[config.mk]
export PLATFORM = sky130hd
export DESIGN_NAME = serb_bank
export DESIGN_NICKNAME = d
export VERILOG_FILES = /design/src/logic/serb_ext_regs.v /design/src/logic/serb_window_mask.v /design/src/logic/serb_bank.v
export VERILOG_INCLUDE_DIRS = /design/src /design/src/logic
export SDC_FILE = /design/constraint.sdc
export NUM_CORES = 1
export LEC_CHECK = 0
export ABC_CLOCK_PERIOD_IN_PS = 2800
export BUFFER_PORTS_ARGS = -buffer_cell sky130_fd_sc_hd__buf_2
export CORE_MARGIN = 2
export CORE_UTILIZATION = 25
export DETAILED_ROUTE_END_ITERATION = 8
export PLACE_DENSITY_LB_ADDON = 0.2
export SLEW_MARGIN = 20
export SYNTH_ARGS = -nofsm -noshare
export SYNTH_HDL_FRONTEND = slang
export SYNTH_SLANG_ARGS = --single-unit
[constraint.sdc]
create_clock -name sys_clk -period 2.8 [get_ports sys_clk]
set_input_delay 0.14 -clock sys_clk [delete_from_list [all_inputs] [get_ports sys_clk]]
set_output_delay 0.14 -clock sys_clk [all_outputs]
set_load 0.1 [all_outputs]
[src/logic/serb_defs.vh]
/*
 Constants for the per-socket extended register bank: host register indices,
 extended indices, field positions and reset values.
 Assumes inclusion by bare name from the bank modules.
*/
`ifndef SERB_DEFS_VH
`define SERB_DEFS_VH

// Host-visible indices
`define SERB_IDX_SELECT 8'h2E
`define SERB_IDX_WINDOW 8'h2F

// Extended indices
`define SERB_X_SCRATCH 8'h00
`define SERB_X_MASK0 8'h01
`define SERB_X_MASK1 8'h02
`define SERB_X_EXTCTL 8'h03
`define SERB_X_ACKDLY 8'h04
`define SERB_X_EXTDATA 8'h0A
`define SERB_X_EXTCTL2 8'h0B

// Extension control fields
`define SERB_EC_PWR_LOCK 0
`define SERB_EC_AUTOCLR_DIS 1
`define SERB_EC_LED_EN 2
`define SERB_EC_PULLUP_OFF 5
`define SERB_EC_DMA_LO 6
`define SERB_EC_DMA_HI 7
`define SERB_EC_WMASK 8'hE7

// DMA request pin codes
`define SERB_DMA_OFF 2'h0
`define SERB_DMA_INPUT_ACKNOWLEDGE_N 2'h1
`define SERB_DMA_WPIO16 2'h2
`define SERB_DMA_BVD2 2'h3

// Supply enable bit of power control
`define SERB_PWR_VCC_BIT 4

// Reset values
`define SERB_RST_BYTE 8'h00

`endif

[src/logic/serb_ext_regs.v]
/*
 One extended register entry: an 8-bit storage cell with write mask.
 Assumes write strobe and data arrive synchronous to sys_clk.
*/
`timescale 1ns/10ps
`include "serb_defs.vh"

module serb_ext_regs #(
    parameter [7:0] WMASK = 8'hFF
) (
    // Clock and reset
    input wire sys_clk,
    input wire reset,
    // Write side
    input wire wr_en,
    input wire [7:0] wr_data,
    // Stored value
    output wire [7:0] value
);

reg [7:0] value_q;

// Unwritable bits stay at their reset value
always @(posedge sys_clk) begin
    if (reset) begin
        value_q <= `SERB_RST_BYTE;
    end else if (wr_en) begin
        value_q <= wr_data & WMASK;
    end
end

assign value = value_q;

endmodule

[src/logic/serb_window_mask.v]
/*
 Host data-bus masking for card I/O reads in one socket.
 Assumes window hit signals come from the socket's I/O map decode.
*/
`timescale 1ns/10ps
`include "serb_defs.vh"

module serb_window_mask (
    // Window hits
    input wire win0_hit,
    input wire win1_hit,
    // Mask values
    input wire [7:0] mask0,
    input wire [7:0] mask1,
    // Results
    output reg [7:0] drive_en,
    output reg force_8bit
);

// Window zero takes precedence if both maps overlap
always @* begin
    drive_en = 8'hFF;
    force_8bit = 1'b0;
    if (win0_hit) begin
        drive_en = ~mask0;
        force_8bit = |mask0;
    end else if (win1_hit) begin
        drive_en = ~mask1;
        force_8bit = |mask1;
    end
end

endmodule

[src/logic/serb_bank.v]
/*
 Two-socket extended register bank: per-socket select and window
 registers, data masks, extension control, power bit guard, LED and DMA
 request selection.
 Assumes host register accesses are single-cycle strobes with socket
 number and index decoded upstream, synchronous to sys_clk.
 Assumes the power control register keeps its other bits elsewhere and
 hands only the supply enable write strobe and data to this bank.
 Assumes the I/O window hit levels and the card cycle levels come from
 the socket's own map decode and cycle engine, already synchronous.
 Assumes the pull-up cells sit in the pad ring and follow pullup_en.
*/
`timescale 1ns/10ps
`include "serb_defs.vh"

//
// Behaviour
// - Per-socket select register resets to zero
// - Select value decodes to the extended registers
// - Window port reads/writes the selected register
// - Software loads select before window access
// - Mask zero bits undriven in window zero
// - Zero mask drives all card data bits
// - Any mask bit forces 8-bit transfers
// - Mask one acts on window one
// - Power lock freezes supply enable bit against software writes
// - Removal clears supply enable unless disabled
// - LED enable drives activity LED low during card cycles
// - Socket 0 pull-up bit disables pull-ups and inputs
// - DMA bits reset zero, nonzero means DMA
// - DMA code picks the request pin
// - Each socket holds its own registers
module serb_bank (
    // Clock and reset
    input wire sys_clk,
    input wire reset,
    // Host register access
    input wire host_sel,
    input wire host_socket,
    input wire [7:0] host_index,
    input wire host_wr,
    input wire host_rd,
    input wire [7:0] host_wdata,
    output reg [7:0] host_rdata,
    // Power control supply bit, per socket
    input wire [1:0] pwr_wr,
    input wire [1:0] pwr_vcc_wdata,
    // Supply bit state, per socket
    output wire [1:0] pwr_vcc_on,
    // Card status per socket
    input wire [1:0] card_removed,
    input wire [1:0] card_cycle_active,
    // Card I/O window decode per socket
    input wire [1:0] io_win0_hit,
    input wire [1:0] io_win1_hit,
    // Host data drive and access width, per socket
    output wire [15:0] host_data_drive_en,
    output wire [1:0] host_force_8bit,
    // Raw detect and strobe pins
    input wire [1:0] card_detect_one,
    input wire [1:0] card_detect_two,
    input wire socket_a_strobe,
    input wire socket_b_strobe,
    // Pull-up control and gated inputs
    output wire pullup_en,
    output wire [1:0] card_detect_one_q,
    output wire [1:0] card_detect_two_q,
    output wire socket_a_strobe_q,
    output wire socket_b_strobe_q,
    // Activity indicator, low while lit
    output reg activity_led_n,
    // DMA request sources per socket
    input wire [1:0] input_acknowledge_n,
    input wire [1:0] write_protect_io16_n,
    input wire [1:0] battery_voltage_speaker,
    // DMA mode and chosen request, per socket
    output wire [1:0] dma_mode,
    output wire [1:0] card_dma_request_n
);

// Decoded targets of a select value; zero stands for a reserved index
localparam [3:0] TGT_NONE = 4'h0;
localparam [3:0] TGT_SCR = 4'h1;
localparam [3:0] TGT_MASK0 = 4'h2;
localparam [3:0] TGT_MASK1 = 4'h3;
localparam [3:0] TGT_EXTCTL = 4'h4;
localparam [3:0] TGT_ACKDLY = 4'h5;
localparam [3:0] TGT_EXTDATA = 4'h6;
localparam [3:0] TGT_EXTCTL2 = 4'h7;

// Reserved indices 05h to 09h and anything past 0Bh decode to none
function [3:0] serb_decode;
    input [7:0] idx;
    begin
        case (idx)
            `SERB_X_SCRATCH: serb_decode = TGT_SCR;
            `SERB_X_MASK0: serb_decode = TGT_MASK0;
            `SERB_X_MASK1: serb_decode = TGT_MASK1;
            `SERB_X_EXTCTL: serb_decode = TGT_EXTCTL;
            `SERB_X_ACKDLY: serb_decode = TGT_ACKDLY;
            `SERB_X_EXTDATA: serb_decode = TGT_EXTDATA;
            `SERB_X_EXTCTL2: serb_decode = TGT_EXTCTL2;
            default: serb_decode = TGT_NONE;
        endcase
    end
endfunction

// Per-socket register values
wire [7:0] sel_val [0:1];
wire [7:0] scratch_val [0:1];
wire [7:0] mask0_val [0:1];
wire [7:0] mask1_val [0:1];
wire [7:0] extctl_val [0:1];
wire [7:0] ackdly_val [0:1];
wire [7:0] extdata_val [0:1];
wire [7:0] extctl2_val [0:1];

// Control fields taken out of each socket's extension control
wire [1:0] pwr_lock;
wire [1:0] autoclr_dis;
wire [1:0] led_en;
wire [1:0] pullup_off;

// Read path of the socket named by the current access
wire [7:0] rd_sel_val;
wire [3:0] rd_tgt;
reg [7:0] rd_mux;

genvar s;
generate
    for (s = 0; s < 2; s = s + 1) begin : g_sock
        // Decoded strobes of this socket
        wire wsel;
        wire wwin;
        wire [3:0] tgt;
        wire wr_scr;
        wire wr_m0;
        wire wr_m1;
        wire wr_ec;
        wire wr_ack;
        wire wr_xd;
        wire wr_ec2;
        // Supply enable and sampled request pin, one driver each
        reg vcc_q;
        reg card_dma_request_n_n_q;

        // Each socket decodes only accesses carrying its own number
        assign wsel = host_sel & host_wr & (host_socket == s)
            & (host_index == `SERB_IDX_SELECT);
        assign wwin = host_sel & host_wr & (host_socket == s)
            & (host_index == `SERB_IDX_WINDOW);
        assign tgt = serb_decode(sel_val[s]);

        // One write enable per target; a reserved select matches none
        assign wr_scr = wwin & (tgt == TGT_SCR);
        assign wr_m0 = wwin & (tgt == TGT_MASK0);
        assign wr_m1 = wwin & (tgt == TGT_MASK1);
        assign wr_ec = wwin & (tgt == TGT_EXTCTL);
        assign wr_ack = wwin & (tgt == TGT_ACKDLY);
        assign wr_xd = wwin & (tgt == TGT_EXTDATA);
        assign wr_ec2 = wwin & (tgt == TGT_EXTCTL2);

        // Select register; it picks what the window port reaches
        serb_ext_regs u_sel (
            .sys_clk(sys_clk),
            .reset(reset),
            .wr_en(wsel),
            .wr_data(host_wdata),
            .value(sel_val[s])
        );

        // Scratchpad, plain storage for software
        serb_ext_regs u_scr (
            .sys_clk(sys_clk),
            .reset(reset),
            .wr_en(wr_scr),
            .wr_data(host_wdata),
            .value(scratch_val[s])
        );

        // Data mask for I/O window zero
        serb_ext_regs u_m0 (
            .sys_clk(sys_clk),
            .reset(reset),
            .wr_en(wr_m0),
            .wr_data(host_wdata),
            .value(mask0_val[s])
        );

        // Data mask for I/O window one
        serb_ext_regs u_m1 (
            .sys_clk(sys_clk),
            .reset(reset),
            .wr_en(wr_m1),
            .wr_data(host_wdata),
            .value(mask1_val[s])
        );

        // Extension control; bits 4:3 are not writable
        // and always read back as zero
        serb_ext_regs #(.WMASK(`SERB_EC_WMASK)) u_ec (
            .sys_clk(sys_clk),
            .reset(reset),
            .wr_en(wr_ec),
            .wr_data(host_wdata),
            .value(extctl_val[s])
        );

        // Acknowledge delay, only stored here for its own timer
        serb_ext_regs u_ack (
            .sys_clk(sys_clk),
            .reset(reset),
            .wr_en(wr_ack),
            .wr_data(host_wdata),
            .value(ackdly_val[s])
        );

        // External data, only stored here for its own port logic
        serb_ext_regs u_xd (
            .sys_clk(sys_clk),
            .reset(reset),
            .wr_en(wr_xd),
            .wr_data(host_wdata),
            .value(extdata_val[s])
        );

        // Extension control two, only stored here for its users
        serb_ext_regs u_ec2 (
            .sys_clk(sys_clk),
            .reset(reset),
            .wr_en(wr_ec2),
            .wr_data(host_wdata),
            .value(extctl2_val[s])
        );

        // Control fields of this socket
        assign pwr_lock[s] = extctl_val[s][`SERB_EC_PWR_LOCK];
        assign autoclr_dis[s] = extctl_val[s][`SERB_EC_AUTOCLR_DIS];
        assign led_en[s] = extctl_val[s][`SERB_EC_LED_EN];
        assign pullup_off[s] = extctl_val[s][`SERB_EC_PULLUP_OFF];
        assign dma_mode[s] = |extctl_val[s][`SERB_EC_DMA_HI:`SERB_EC_DMA_LO];

        // Removal wins over a software write in the same cycle
        always @(posedge sys_clk) begin
            if (reset) begin
                vcc_q <= 1'b0;
            end else if (card_removed[s] & ~autoclr_dis[s]) begin
                // The lock only guards software; removal still clears
                vcc_q <= 1'b0;
            end else if (pwr_wr[s] & ~pwr_lock[s]) begin
                // A locked write is dropped silently, with no error flag
                vcc_q <= pwr_vcc_wdata[s];
            end
        end

        // Request pin choice; idle high when not in DMA mode
        always @(posedge sys_clk) begin
            if (reset) begin
                card_dma_request_n_n_q <= 1'b1;
            end else begin
                // One sampling flop only; the pins are taken as synchronous
                case (extctl_val[s][`SERB_EC_DMA_HI:`SERB_EC_DMA_LO])
                    `SERB_DMA_INPUT_ACKNOWLEDGE_N: card_dma_request_n_n_q <= input_acknowledge_n[s];
                    `SERB_DMA_WPIO16: card_dma_request_n_n_q <= write_protect_io16_n[s];
                    `SERB_DMA_BVD2: card_dma_request_n_n_q <= battery_voltage_speaker[s];
                    default: card_dma_request_n_n_q <= 1'b1;
                endcase
            end
        end

        // Host data drive and width of card I/O accesses
        serb_window_mask u_wm (
            .win0_hit(io_win0_hit[s]),
            .win1_hit(io_win1_hit[s]),
            .mask0(mask0_val[s]),
            .mask1(mask1_val[s]),
            .drive_en(host_data_drive_en[8*s+7:8*s]),
            .force_8bit(host_force_8bit[s])
        );

        // Per-socket outputs
        assign pwr_vcc_on[s] = vcc_q;
        assign card_dma_request_n[s] = card_dma_request_n_n_q;
    end
endgenerate

// Read side picks the socket first, then decodes its select value
assign rd_sel_val = sel_val[host_socket];
assign rd_tgt = serb_decode(rd_sel_val);

// Read mux: reserved indices return zero
always @* begin
    rd_mux = `SERB_RST_BYTE;
    if (host_index == `SERB_IDX_SELECT) begin
        // The select register reads back as written
        rd_mux = rd_sel_val;
    end else if (host_index == `SERB_IDX_WINDOW) begin
        // The window has no storage of its own; it shows the target
        case (rd_tgt)
            TGT_SCR: rd_mux = scratch_val[host_socket];
            TGT_MASK0: rd_mux = mask0_val[host_socket];
            TGT_MASK1: rd_mux = mask1_val[host_socket];
            TGT_EXTCTL: rd_mux = extctl_val[host_socket];
            TGT_ACKDLY: rd_mux = ackdly_val[host_socket];
            TGT_EXTDATA: rd_mux = extdata_val[host_socket];
            TGT_EXTCTL2: rd_mux = extctl2_val[host_socket];
            default: rd_mux = `SERB_RST_BYTE;
        endcase
    end
end

// Read data registered so the host sees it one cycle after the strobe
always @(posedge sys_clk) begin
    if (reset) begin
        host_rdata <= `SERB_RST_BYTE;
    end else if (host_sel & host_rd) begin
        host_rdata <= rd_mux;
    end
end

// LED is shared by both sockets; each socket's own enable gates its activity
// Registered so a one-cycle card strobe cannot glitch the pin
always @(posedge sys_clk) begin
    if (reset) begin
        activity_led_n <= 1'b1;
    end else begin
        activity_led_n <= ~|(led_en & card_cycle_active);
    end
end

// Pull-ups and inputs are chip-wide; socket 0 control governs them.
// Disabled inputs read as their idle high level so nothing toggles inside.
// Socket 1's pull-up bit is stored and read back but drives nothing.
assign pullup_en = ~pullup_off[0];
assign card_detect_one_q = pullup_off[0] ? 2'h3 : card_detect_one;
assign card_detect_two_q = pullup_off[0] ? 2'h3 : card_detect_two;
assign socket_a_strobe_q = pullup_off[0] | socket_a_strobe;
assign socket_b_strobe_q = pullup_off[0] | socket_b_strobe;

endmodule

Word level (Yosys, flattened, before mapping)
Cells that the tools add are included.
Operators by class
  bitwise operators: 40
  equality and inequality tests: 47
  shift-type cells: 0
  reduce and logical (&&, ||, !) cells: 13
  multiply operators: 0
  div/mod/pow operators: 0
  add/subtract/negate cells: 0
  multiplexer cells: 42
  magnitude comparators: 1
Operator list (number)
  8-bit 2-to-1 mux: 30
  3-bit one-hot mux with 7 select lines: 3
  8-bit one-hot mux with 7 select lines: 1
  4-bit by 3-bit == test with 1-bit output, second input constant: 12
  8-bit by 2-bit == test with 1-bit output, second input constant: 6
  8-bit by 4-bit == test with 1-bit output, second input constant: 6
  8-bit inverter: 4
  8-bit OR reduction: 4
  1-bit AND: 26
  4-bit by 2-bit == test with 1-bit output, second input constant: 6
  8-bit by 1-bit == test with 1-bit output, second input constant: 3
  8-bit by 3-bit == test with 1-bit output, second input constant: 3
  8-bit zero test: 3
  8-bit by 6-bit == test with 1-bit output, second input constant: 2
  4-bit by 1-bit == test with 1-bit output, second input constant: 3
  2-bit OR reduction: 5
  2-bit == test, second input constant: 4
  1-bit inverter: 6
  1-bit one-hot mux with 3 select lines: 2
  2-bit by 1-bit == test with 1-bit output, second input constant: 2
  1-bit 2-to-1 mux: 4
  2-bit 2-to-1 mux: 2
  2-bit AND: 1
  2-bit greater-or-equal comparator, second input constant: 1
  3 further kinds: 4
Word-level totals
  output and inout port bits: 40
  logic and storage cells: 165
  flip-flop bits (word level): 137
  bits of input ports: 46
  ROM bits: 0
  bits in writable memories: 0
  bits in latches: 0
  memories kept: 0

Depth between registers and ports, before layout
Gate-level depths: netlist (run 1).
  depth after elaboration: 10
  gate-level depth with buffers: 8
  depth with buffers taken out: 5

Modules after synthesis
A second synthesis (run 1) with hierarchy kept.
Second synthesis, totals
  cell total of the unflattened synthesis: 748
  area total of the unflattened synthesis: 6986.7 µm²
By module, submodules not included
  serb_ext_regs (g_sock[0].u_ack ...): times used 14, area an instance 285.3 µm², seq. area each 160.2 µm², cells an instance 26
  serb_bank: times used 1, area an instance 2257.2 µm², seq. area each 260.2 µm², cells an instance 300
  serb_ext_regs (g_sock[0].u_ec ...): times used 2, area an instance 232.7 µm², seq. area each 120.1 µm², cells an instance 22
  serb_window_mask: times used 2, area an instance 135.1 µm², seq. area each 0.0 µm², cells an instance 20

Worst setup path before layout (run 1)
OpenSTA, ideal clock, no wires.
  path kind: register -> register
  from: register g_sock[1].u_sel.value_q[7]
  to: register g_sock[1].u_ec2.value_q[4]
  arrival: 2123 ps
  data required time: 2672 ps
  setup slack: 549 ps
  path buffers: 1
  cell stages (with the launch flop): 7
  clock period less this slack: 2251 ps
  setup time: 128 ps
  cells stage by stage: dfxtp_1 -> or4_4 -> buf_6 -> or3_4 -> nor4_4 -> mux2i_1 -> nor2_1
Between the ends
  longest elaborated chain between the ends: 4
  elaborated cells on any way between the ends: 10
  those cells by class: eq/ne (7); mux (1); bitwise (1); reduce/logical (1)
RTL lines
  from (decl): RTL line serb_ext_regs.v:21  | reg [7:0] value_q;
  from (signal assigned): RTL line serb_ext_regs.v:26  | value_q <= `SERB_RST_BYTE;
  from (signal assigned): RTL line serb_ext_regs.v:28  | value_q <= wr_data & WMASK;
  8-bit by 4-bit == test with 1-bit output (tied with other cells): RTL line serb_bank.v:95  | case (idx)
  3-bit one-hot mux with 7 select lines (*): RTL line serb_bank.v:95
  4-bit by 3-bit == test with 1-bit output (*): RTL line serb_bank.v:161  | assign wr_ec2 = wwin & (tgt == TGT_EXTCTL2);
  1-bit AND (*): RTL line serb_bank.v:161
  to (signal assigned): RTL line serb_ext_regs.v:26
  to (signal assigned): RTL line serb_ext_regs.v:28
  to (decl): RTL line serb_ext_regs.v:21
Mark *: on every way between the ends. The rest lies on a longest branch, timed or not.
A chain may end at the register's enable or synchronous reset.

Worst setup path after layout (run 1)
  from: register g_sock[0].u_sel.value_q[7]
  to: register g_sock[0].u_m0.value_q[3]
Between the ends
  longest elaborated chain between the ends: 4
  elaborated cells on any way between the ends: 10
  those cells by class: eq/ne (7); mux (1); bitwise (1); reduce/logical (1)
RTL lines
  from (decl): RTL line serb_ext_regs.v:21
  from (signal assigned): RTL line serb_ext_regs.v:26
  from (signal assigned): RTL line serb_ext_regs.v:28
  8-bit by 4-bit == test with 1-bit output (tied with other cells): RTL line serb_bank.v:95
  3-bit one-hot mux with 7 select lines (*): RTL line serb_bank.v:95
  4-bit by 2-bit == test with 1-bit output (*): RTL line serb_bank.v:156  | assign wr_m0 = wwin & (tgt == TGT_MASK0);
  1-bit AND (*): RTL line serb_bank.v:156
  to (signal assigned): RTL line serb_ext_regs.v:26
  to (signal assigned): RTL line serb_ext_regs.v:28
  to (decl): RTL line serb_ext_regs.v:21
Marks and branches as above.

==> flow_metrics.tcl, run 1 <==
set metrics [dict create \
    coreArea_um2 27780 \
    postPlaceCellArea_um2 7961 \
    final_antenna_net_count 0 \
    min_period_ns 2.513 \
    outcome "complete, no violations" \
    track_usage_pct 15.59 \
    synth_warnings 0 \
    grt_max_degree 66 \
    syn_inst 771 \
    worst_slew_pin_slew_ns 0.7051 \
    maxCapViolCount 0 \
    p_sw_mw 1.106 \
    finalHoldViolCount 0 \
    highest_layer "met5" \
    cts_hold_buf 2 \
    end_kind "flop" \
    die_h_um 171.8 \
    wl_um 22520 \
    routed-wl-met3_um 982 \
    antenna_found_initial 2 \
    layout-drive-gt1-share_pct 22.26 \
    pin_count 86 \
    cts_tree "done" \
    synth-edff-count 0 \
    switching_share_pct 24.00 \
    synth_nets 817 \
    grt-ovfl-total 0 \
    drt-initial-drc-count 452 \
    power.density_nw_per_um2 536.5 \
    ys_seq_elements 137 \
    cts.sinks 137 \
    cts_buffers 17 \
    yosysUniqueCellTypes 58 \
    fp.dieArea_um2 29530 \
    yosys.area.top_type_share_pct 38.94 \
    syn_avg_cell_area_um2 9.135 \
    holdCritPathClass "input port to flop" \
    port_buffers 85 \
    cts.clk_slew.worst_paths_ns 0.06 \
    crit_type "flop to flop" \
    p_seq_share_pct 42.5 \
    ys_top_cells_by_area "dfxtp_1 39%, mux2i_1 23%, nor2_1 8.2%" \
    tns_ns 0 \
    die_w_um 171.8 \
    grt_pass1_vias 5532 \
    dp_hpwl_um 15920 \
    yosys.area.top_type "dfxtp_1" \
    syn_area_um2 7043 \
    maxSlewHeadroom_pct 52.99 \
    pwr-share-comb_pct 6.9 \
    path_max_fanout 8 \
    clkLatencyLatePin_ns 0.43 \
    drc 0 \
    rows 61 \
    syn2layout_area_growth_pct 21.99 \
    drv_slew 0 \
    finalInstanceArea_um2 8592 \
    async_reset_ff_share_pct 0 \
    utilization_pct 30.93 \
    wl_per_cell_um 18.22 \
    power_mw 4.610 \
    clock-skew-final_ns 0.01441 \
    dr.pass1.iters 5 \
    finalWeightedCongestion 0.7993 \
    nNetsFinal 892 \
    grt_first_pass_wirelength_um 34390 \
    initial_utilization_pct 25.35 \
    startpoint_type "flop" \
    post-cts-setup-buffers 0 \
    cp.arrival_ns 2.80 \
    setup_viol 0 \
    irDropWorstVdd_v 0.0003717 \
    period_share_pct 89.76 \
    power.share.clock_pct 50.6 \
    ys.flop_type "dfxtp_1" \
    p_int_mw 3.503 \
    leakagePower_nw 3.276 \
    n_antenna_cell 0 \
    cts_max_level 4 \
    route.met2.wl_um 9688 \
    cts_resized 0 \
    cts_root_buf "clkbuf_16" \
    vias 5858 \
    synth-seq-area-share_pct 38.94 \
    wl_met1_um 11530 \
    fmax_mhz 397.9 \
    grt_setup_unrepaired "no" \
    via_per_inst 4.739 \
    r2r_slack_ns 0.29 \
    critPathRequiredTime_ns 3.09 \
    clockBufferDepth 2 \
]
cell type report:
type,instances,area [um^2]
tap,378,473.0
inverter,4,15.01
sequential,137,2743
fill,2970,19190
multi-input combinational,565,4010
timing repair buffer,121,740.7
clock buffer,20,466.7
clock inverter,11,143.9
metrics by stage:
step           hold slack [ns]  setup WS [ns]  cells
2_1_floorplan           0.2868         0.5494    771
3_5_place_dp            0.4201         0.3111   1203
6_report               0.03698         0.2868   1236
5_1_grt                0.04346         0.2056   1236
4_1_cts                0.02910         0.2954   1236
3_3_place_gp            0.4290         0.3259   1203
final timing paths:
path                                  from                      end  depth (start not counted)
hold reg to reg    g_sock[0].u_xd.value[3]  g_sock[0].u_xd.value[3]                          2
setup / recovery  g_sock[0].u_sel.value[7]  g_sock[0].u_m0.value[3]                          5
setup reg to reg  g_sock[0].u_sel.value[7]  g_sock[0].u_m0.value[3]                          5
hold / removal            pwr_vcc_wdata[0]          g_sock[0].vcc_q                          3
per-layer routing:
metal,track usage (%),vias to the layer above
met5,0,-
met4,4.019,4
met3,2.922,22
met2,22.91,139
met1,23.17,2797
li1,-,2896
layout by cell type, fill, tap and decap left out, types with 5 or more instances in the layout:
cell,instances
a2111oi_0,7
a211oi_1,11
a21oi_1,31
a22oi_1,5
a31oi_1,6
a32o_1,5
buf_2,84
buf_4,32
clkbuf_16,17
dfxtp_1,137
mux2_2,8
mux2i_1,159
mux4_2,5
nand2_1,20
nand2b_1,15
nand3_1,11
nor2_1,154
nor2b_1,13
nor3_1,7
nor3b_1,7
nor4_4,5
o21ai_0,23
o22ai_1,5
or2_2,12
or4_1,11
power groups by stage:
stage / registers (mW) / logic (mW) / clock network (mW)
2_1_floorplan: 2.04 / 0.171 / 0
6_report: 1.96 / 0.320 / 2.33
3_3_place_gp: 2.00 / 0.318 / 0
5_1_grt: 1.96 / 0.343 / 2.48
4_1_cts: 1.96 / 0.322 / 2.39
3_5_place_dp: 2.00 / 0.319 / 0
synth_stat cells (6+ instances only):
cell / instances
buf_2: 6
nand2_1: 20
or4_1: 11
a21oi_1: 31
mux2_2: 8
clkbuf_1: 44
buf_4: 6
mux2i_1: 159
or2_2: 12
nor3b_1: 7
dfxtp_1: 137
buf_1: 8
a211oi_1: 11
a2111oi_0: 7
nor2_1: 154
nand2b_1: 15
o21ai_0: 23
nor3_1: 7
nor2b_1: 13
a31oi_1: 6
nand3_1: 11
state kept, by name (all words and copies together), names as in the netlist:
name and count:
g_sock.u_m1.value 16, g_sock.u_m0.value 16, g_sock.u_ec.value 12, g_sock.vcc_q 2, g_sock.u_sel.value 16, g_sock.u_scr.value 16
host_rdata 8, g_sock.u_ack.value 16, g_sock.card_dma_request_n_n_q 2, g_sock.u_ec2.value 16, g_sock.u_xd.value 16, activity_led_n 1
cells by family (layout without fill, tap and decap cells):
group           Yosys count  after routing  share of synthesized area [%]
mux                     172            172                          25.48
buf+inv                  69            156                          4.210
simple gates            283            283                          20.87
flops                   137            137                          38.94
compound gates          109            109                          10.37
xor+xnor                  1              1                         0.1244
worst max-delay path, cell delays in order, from the launching register on:
cell     delay [ns]
dfxtp_1        0.34
or4_1          0.60
or3_4          0.41
or4_1          0.74
mux2i_1        0.24
nor2_1         0.05
(Power assumes the default switching activity.)
==> inputs of run 2 (changes only) <==
--- a/config.mk
+++ b/config.mk
@@ -8,10 +8,12 @@
 export LEC_CHECK = 0
 export ABC_CLOCK_PERIOD_IN_PS = 2800
 export BUFFER_PORTS_ARGS = -buffer_cell sky130_fd_sc_hd__buf_2
+export CAP_MARGIN = 5
 export CORE_MARGIN = 2
 export CORE_UTILIZATION = 25
 export DETAILED_ROUTE_END_ITERATION = 8
 export PLACE_DENSITY_LB_ADDON = 0.2
+export RECOVER_POWER = 100
 export SLEW_MARGIN = 20
 export SYNTH_ARGS = -nofsm -noshare
 export SYNTH_HDL_FRONTEND = slang
==> flow_metrics.tcl, run 2 (synthesis gave the netlist of run 1 again) <==
set metrics [dict create \
    fillers 3017 \
    power_mw 4.608 \
    outcome "complete, no violations" \
    clkLatencyLatePin_ns 0.43 \
    seqCellArea_um2 2743 \
    finalWeightedCongestion 0.7993 \
    drc 0 \
    critPathRequiredTime_ns 3.10 \
    wl_um 22560 \
    utilization_pct 30.48 \
    tns_ns 0 \
    clockBufferDepth 2 \
    irDropWorstVdd_v 0.0003712 \
    cts_max_level 4 \
    nNetsFinal 892 \
    die_w_um 171.8 \
    fmax_mhz 391.5 \
    rows 61 \
    layout-drive-gt1-share_pct 16.32 \
    period_share_pct 91.22 \
    cts.clk_slew.worst_paths_ns 0.06 \
    slowest_delay_ns 0.60 \
    die_h_um 171.8 \
    mostFrequentLayoutCell "mux2i_1" \
    track_usage_pct 15.59 \
    dp_hpwl_um 15920 \
    final_cell_mix "159 x mux2i_1, 154 x nor2_1, 137 x dfxtp_1" \
    final_antenna_net_count 0 \
    postPlaceCellArea_um2 7961 \
    place_ws_ns 0.3111 \
    cts_tree "done" \
    crit_chain "or4_1 > or3_4 > nor4_4 > clkbuf_1 > mux2i_1 > nor2_1" \
    via_per_inst 4.698 \
    pin_count 86 \
    worst_slew_pin_slew_ns 1.201 \
    fin_ws_ns 0.2458 \
    grt_setup_unrepaired "no" \
    setup_viol 0 \
    grt-ovfl-total 0 \
    grt_first_pass_wirelength_um 34390 \
    n_antenna_cell 0 \
    cts_root_buf "clkbuf_16" \
    grt_pass1_vias 5532 \
    cts_buffers 17 \
    syn2layout_area_growth_pct 20.22 \
    startpoint_type "flop" \
    cp.arrival_ns 2.85 \
    grt_max_degree 66 \
    holdCritPathClass "input port to flop" \
    finalInstanceArea_um2 8467 \
    finalHoldViolCount 0 \
    antenna_found_initial 2 \
    crit_type "flop to flop" \
    coreArea_um2 27780 \
    end_kind "flop" \
    drv_slew 0 \
    path_max_fanout 8 \
    initial_utilization_pct 25.35 \
    dr.pass1.iters 6 \
    maxCapViolCount 0 \
    leakagePower_nw 3.136 \
    slowest_stage "or4_1" \
    multi_input_area_um2 3969 \
    clock-skew-final_ns 0.01564 \
    fp.dieArea_um2 29530 \
    cts.sinks 137 \
    port_buffers 85 \
    power.density_nw_per_um2 544.3 \
    vias 5807 \
    wl_per_cell_um 18.25 \
    min_period_ns 2.554 \
    drt-initial-drc-count 486 \
    maxSlewHeadroom_pct 20.28 \
]
## run 2: changes by cell type in the layout (fill, tap and decap cells not counted)
cell	delta
buf_2	-41
nor4_4	-2
clkbuf_1	+47
o21ai_0	+1
nand4_2	-1
nor3_1	+1
nor3_2	-1
nor4_1	+2
nand4_1	+1
clkbuf_2	+4
buf_4	-10
o21ai_1	-1
## run 2: cell type report
class | instances | share of cell area, %
Sequential cell | 137 | 32.39
Clock buffer | 20 | 5.512
Timing Repair Buffer | 121 | 7.758
Multi-Input combinational cell | 565 | 46.87
Inverter | 4 | 0.1773
Tap cell | 378 | 5.586
Clock inverter | 11 | 1.699
## run 2: report_power, final
group | leakage (nW) | switching [mW] | total, mW | internal [mW]
logic | 1.73 | 0.239 | 0.316 | 0.0775
registers | 1.10 | 0.00317 | 1.96 | 1.96
clock network | 0.302 | 0.867 | 2.33 | 1.47
## run 2: through the flow
stage / std cells / hold slack [ns]
4_1_cts: 1236 / 0.02910
5_1_grt: 1236 / 0.04346
3_3_place_gp: 1203 / 0.4290
2_1_floorplan: 771 / 0.2868
6_report: 1236 / 0.03824
3_5_place_dp: 1203 / 0.4201
## run 2: worst max-delay path: cells and delay by family (launching register included)
family                 cells  cell delay (ns)
AND/OR/NAND/NOR            4             1.27
buffers and inverters      1             0.56
flip-flops                 1             0.34
multiplexers               1             0.25
## run 2: path summary, 6_finish.rpt
| kind | start | endpoint | slack, ns | depth (start not counted) |
|---|---|---|---|---|
| max | g_sock[0].u_sel.value[7] | g_sock[0].u_scr.value[1] | 0.25 | 6 |
| min reg2reg | g_sock[0].u_xd.value[3] | g_sock[0].u_xd.value[3] | 0.48 | 2 |
| max reg2reg | g_sock[0].u_sel.value[7] | g_sock[0].u_scr.value[1] | 0.25 | 6 |
| min | pwr_vcc_wdata[0] | g_sock[0].vcc_q | 0.04 | 3 |
## run 2: what timing repair did
action	in CTS	in global routing
gates resized for setup	0	0
setup buffers	0	0
endpoints found under the hold margin	2	0
hold buffers	2	0
## run 2: per-layer routing
layer | track usage (%) | vias to the layer above | routed length (um) | part of all wire (%)
met5 | 0 | - | 28 | 0.12
met4 | 4.019 | 4 | 290 | 1.3
met3 | 2.922 | 23 | 1017 | 4.5
met2 | 22.91 | 121 | 9679 | 43
met1 | 23.17 | 2759 | 11540 | 51
li1 | - | 2900 | - | -
==> inputs of run 3 (changes only) <==
--- a/config.mk
+++ b/config.mk
@@ -12,6 +12,7 @@
 export CORE_MARGIN = 2
 export CORE_UTILIZATION = 25
 export DETAILED_ROUTE_END_ITERATION = 8
+export HOLD_SLACK_MARGIN = 0.08
 export PLACE_DENSITY_LB_ADDON = 0.2
 export RECOVER_POWER = 100
 export SLEW_MARGIN = 20
==> flow_metrics.tcl, run 3 (synthesis gave the netlist of run 1 again) <==
set metrics [dict create \
    nNetsFinal 898 \
    wl_per_cell_um 18.14 \
    holdCritPathClass "input port to flop" \
    period_share_pct 91.28 \
    cts_max_level 4 \
    path_max_fanout 8 \
    cts.sinks 137 \
    cts.clk_slew.worst_paths_ns 0.06 \
    tns_ns 0 \
    grt_setup_unrepaired "no" \
    grt_max_degree 66 \
    cts_resized 0 \
    rows 61 \
    drt-initial-drc-count 479 \
    finalHoldViolCount 0 \
    fmax_mhz 391.3 \
    min_period_ns 2.556 \
    track_usage_pct 15.61 \
    drv_slew 0 \
    drc 0 \
    outcome "complete, no violations" \
    antenna_found_initial 2 \
    die_w_um 171.8 \
    multi_input_area_um2 3969 \
    cts_root_buf "clkbuf_16" \
    maxSlewHeadroom_pct 20.28 \
    place_inst 1203 \
    layout.cells.non_filler 1242 \
    mostFrequentLayoutCell "mux2i_1" \
    fillers 3013 \
    n_antenna_cell 0 \
    clkLatencyLatePin_ns 0.43 \
    worst_slew_pin_slew_ns 1.201 \
    syn2layout_area_growth_pct 21.07 \
    startpoint_type "flop" \
    vias 5847 \
    critPathRequiredTime_ns 3.10 \
    dp_hpwl_um 15920 \
    dr.pass1.iters 4 \
    post-cts-setup-buffers 0 \
    wl_um 22530 \
    cts_buffers 17 \
    utilization_pct 30.69 \
    pin_count 86 \
    final_antenna_net_count 0 \
    finalWeightedCongestion 0.7993 \
    leakagePower_nw 3.163 \
    initial_utilization_pct 25.35 \
    setup_viol 0 \
    clock-skew-final_ns 0.01110 \
    via_per_inst 4.708 \
    grt_first_pass_wirelength_um 34460 \
    irDropWorstVdd_v 0.0003745 \
    die_h_um 171.8 \
    port_buffers 85 \
    grt-ovfl-total 0 \
    cp.arrival_ns 2.86 \
    power.density_nw_per_um2 541.5 \
    clockBufferDepth 2 \
    grt_pass1_vias 5554 \
    coreArea_um2 27780 \
    crit_type "flop to flop" \
    timing.hold.ws_ns 0.1101 \
    fp.dieArea_um2 29530 \
    maxCapViolCount 0 \
    final_cell_mix "159 x mux2i_1, 154 x nor2_1, 137 x dfxtp_1" \
    end_kind "flop" \
    cts_tree "done" \
    cts_hold_buf 8 \
    seqCellArea_um2 2743 \
    layout-drive-gt1-share_pct 16.20 \
]
[run 3: cell types whose count changed in the layout (fill, tap and decap cells not counted), sizes merged]
cell / change
dlygate4sd3: +6
[run 3: final timing paths]
check                                 from                                to  slack (ns)  cells after the start
setup / recovery  g_sock[0].u_sel.value[7]          g_sock[0].u_scr.value[1]        0.24                      6
hold / removal      input_acknowledge_n[0]  g_sock[0].card_dma_request_n_n_q        0.11                      4
setup reg to reg  g_sock[0].u_sel.value[7]          g_sock[0].u_scr.value[1]        0.24                      6
hold reg to reg    g_sock[0].u_xd.value[3]           g_sock[0].u_xd.value[3]        0.48                      2
[run 3: report_power, final]
group | leakage (nW) | internal (mW) | switching, mW
Clock | 0.302 | 1.47 | 0.872
Combinational | 1.76 | 0.0813 | 0.239
Sequential | 1.10 | 1.96 | 0.00317
Total | 3.16 | 3.50 | 1.11
[run 3: critical path, cell delays in order, from the launching register on]
cell and delay (ns):
dfxtp_1 0.34, or4_1 0.60, or3_4 0.41, nor4_4 0.21
clkbuf_1 0.56, mux2i_1 0.25, nor2_1 0.05
[run 3: layer usage]
layer / vias to the layer above / routed length, um / global-route usage, % / part of all wire [%]
met5: - / 28 / 0 / 0.12
met4: 4 / 272 / 4.019 / 1.2
met3: 21 / 928 / 2.922 / 4.1
met2: 110 / 9716 / 22.96 / 43
met1: 2802 / 11580 / 23.20 / 51
li1: 2910 / - / - / -
[run 3: area by class of cell]
class                           instances  area share (%)
Inverter                                4          0.1761
Clock buffer                           20           5.473
Multi-Input combinational cell        565           46.54
Clock inverter                         11           1.687
Sequential cell                       137           32.16
Tap cell                              378           5.547
Timing Repair Buffer                  127           8.408
[run 3: per-stage QoR]
step                      worst slack, ns  power, mW  instance area [um^2]
final                              0.2442      4.617                  8527
after floorplan                    0.5494      2.211                  7043
after CTS                          0.2954      4.675                  8652
after global placement             0.3259      2.320                  7961
after global routing               0.1302      4.782                  8527
after detailed placement           0.3111      2.321                  7961
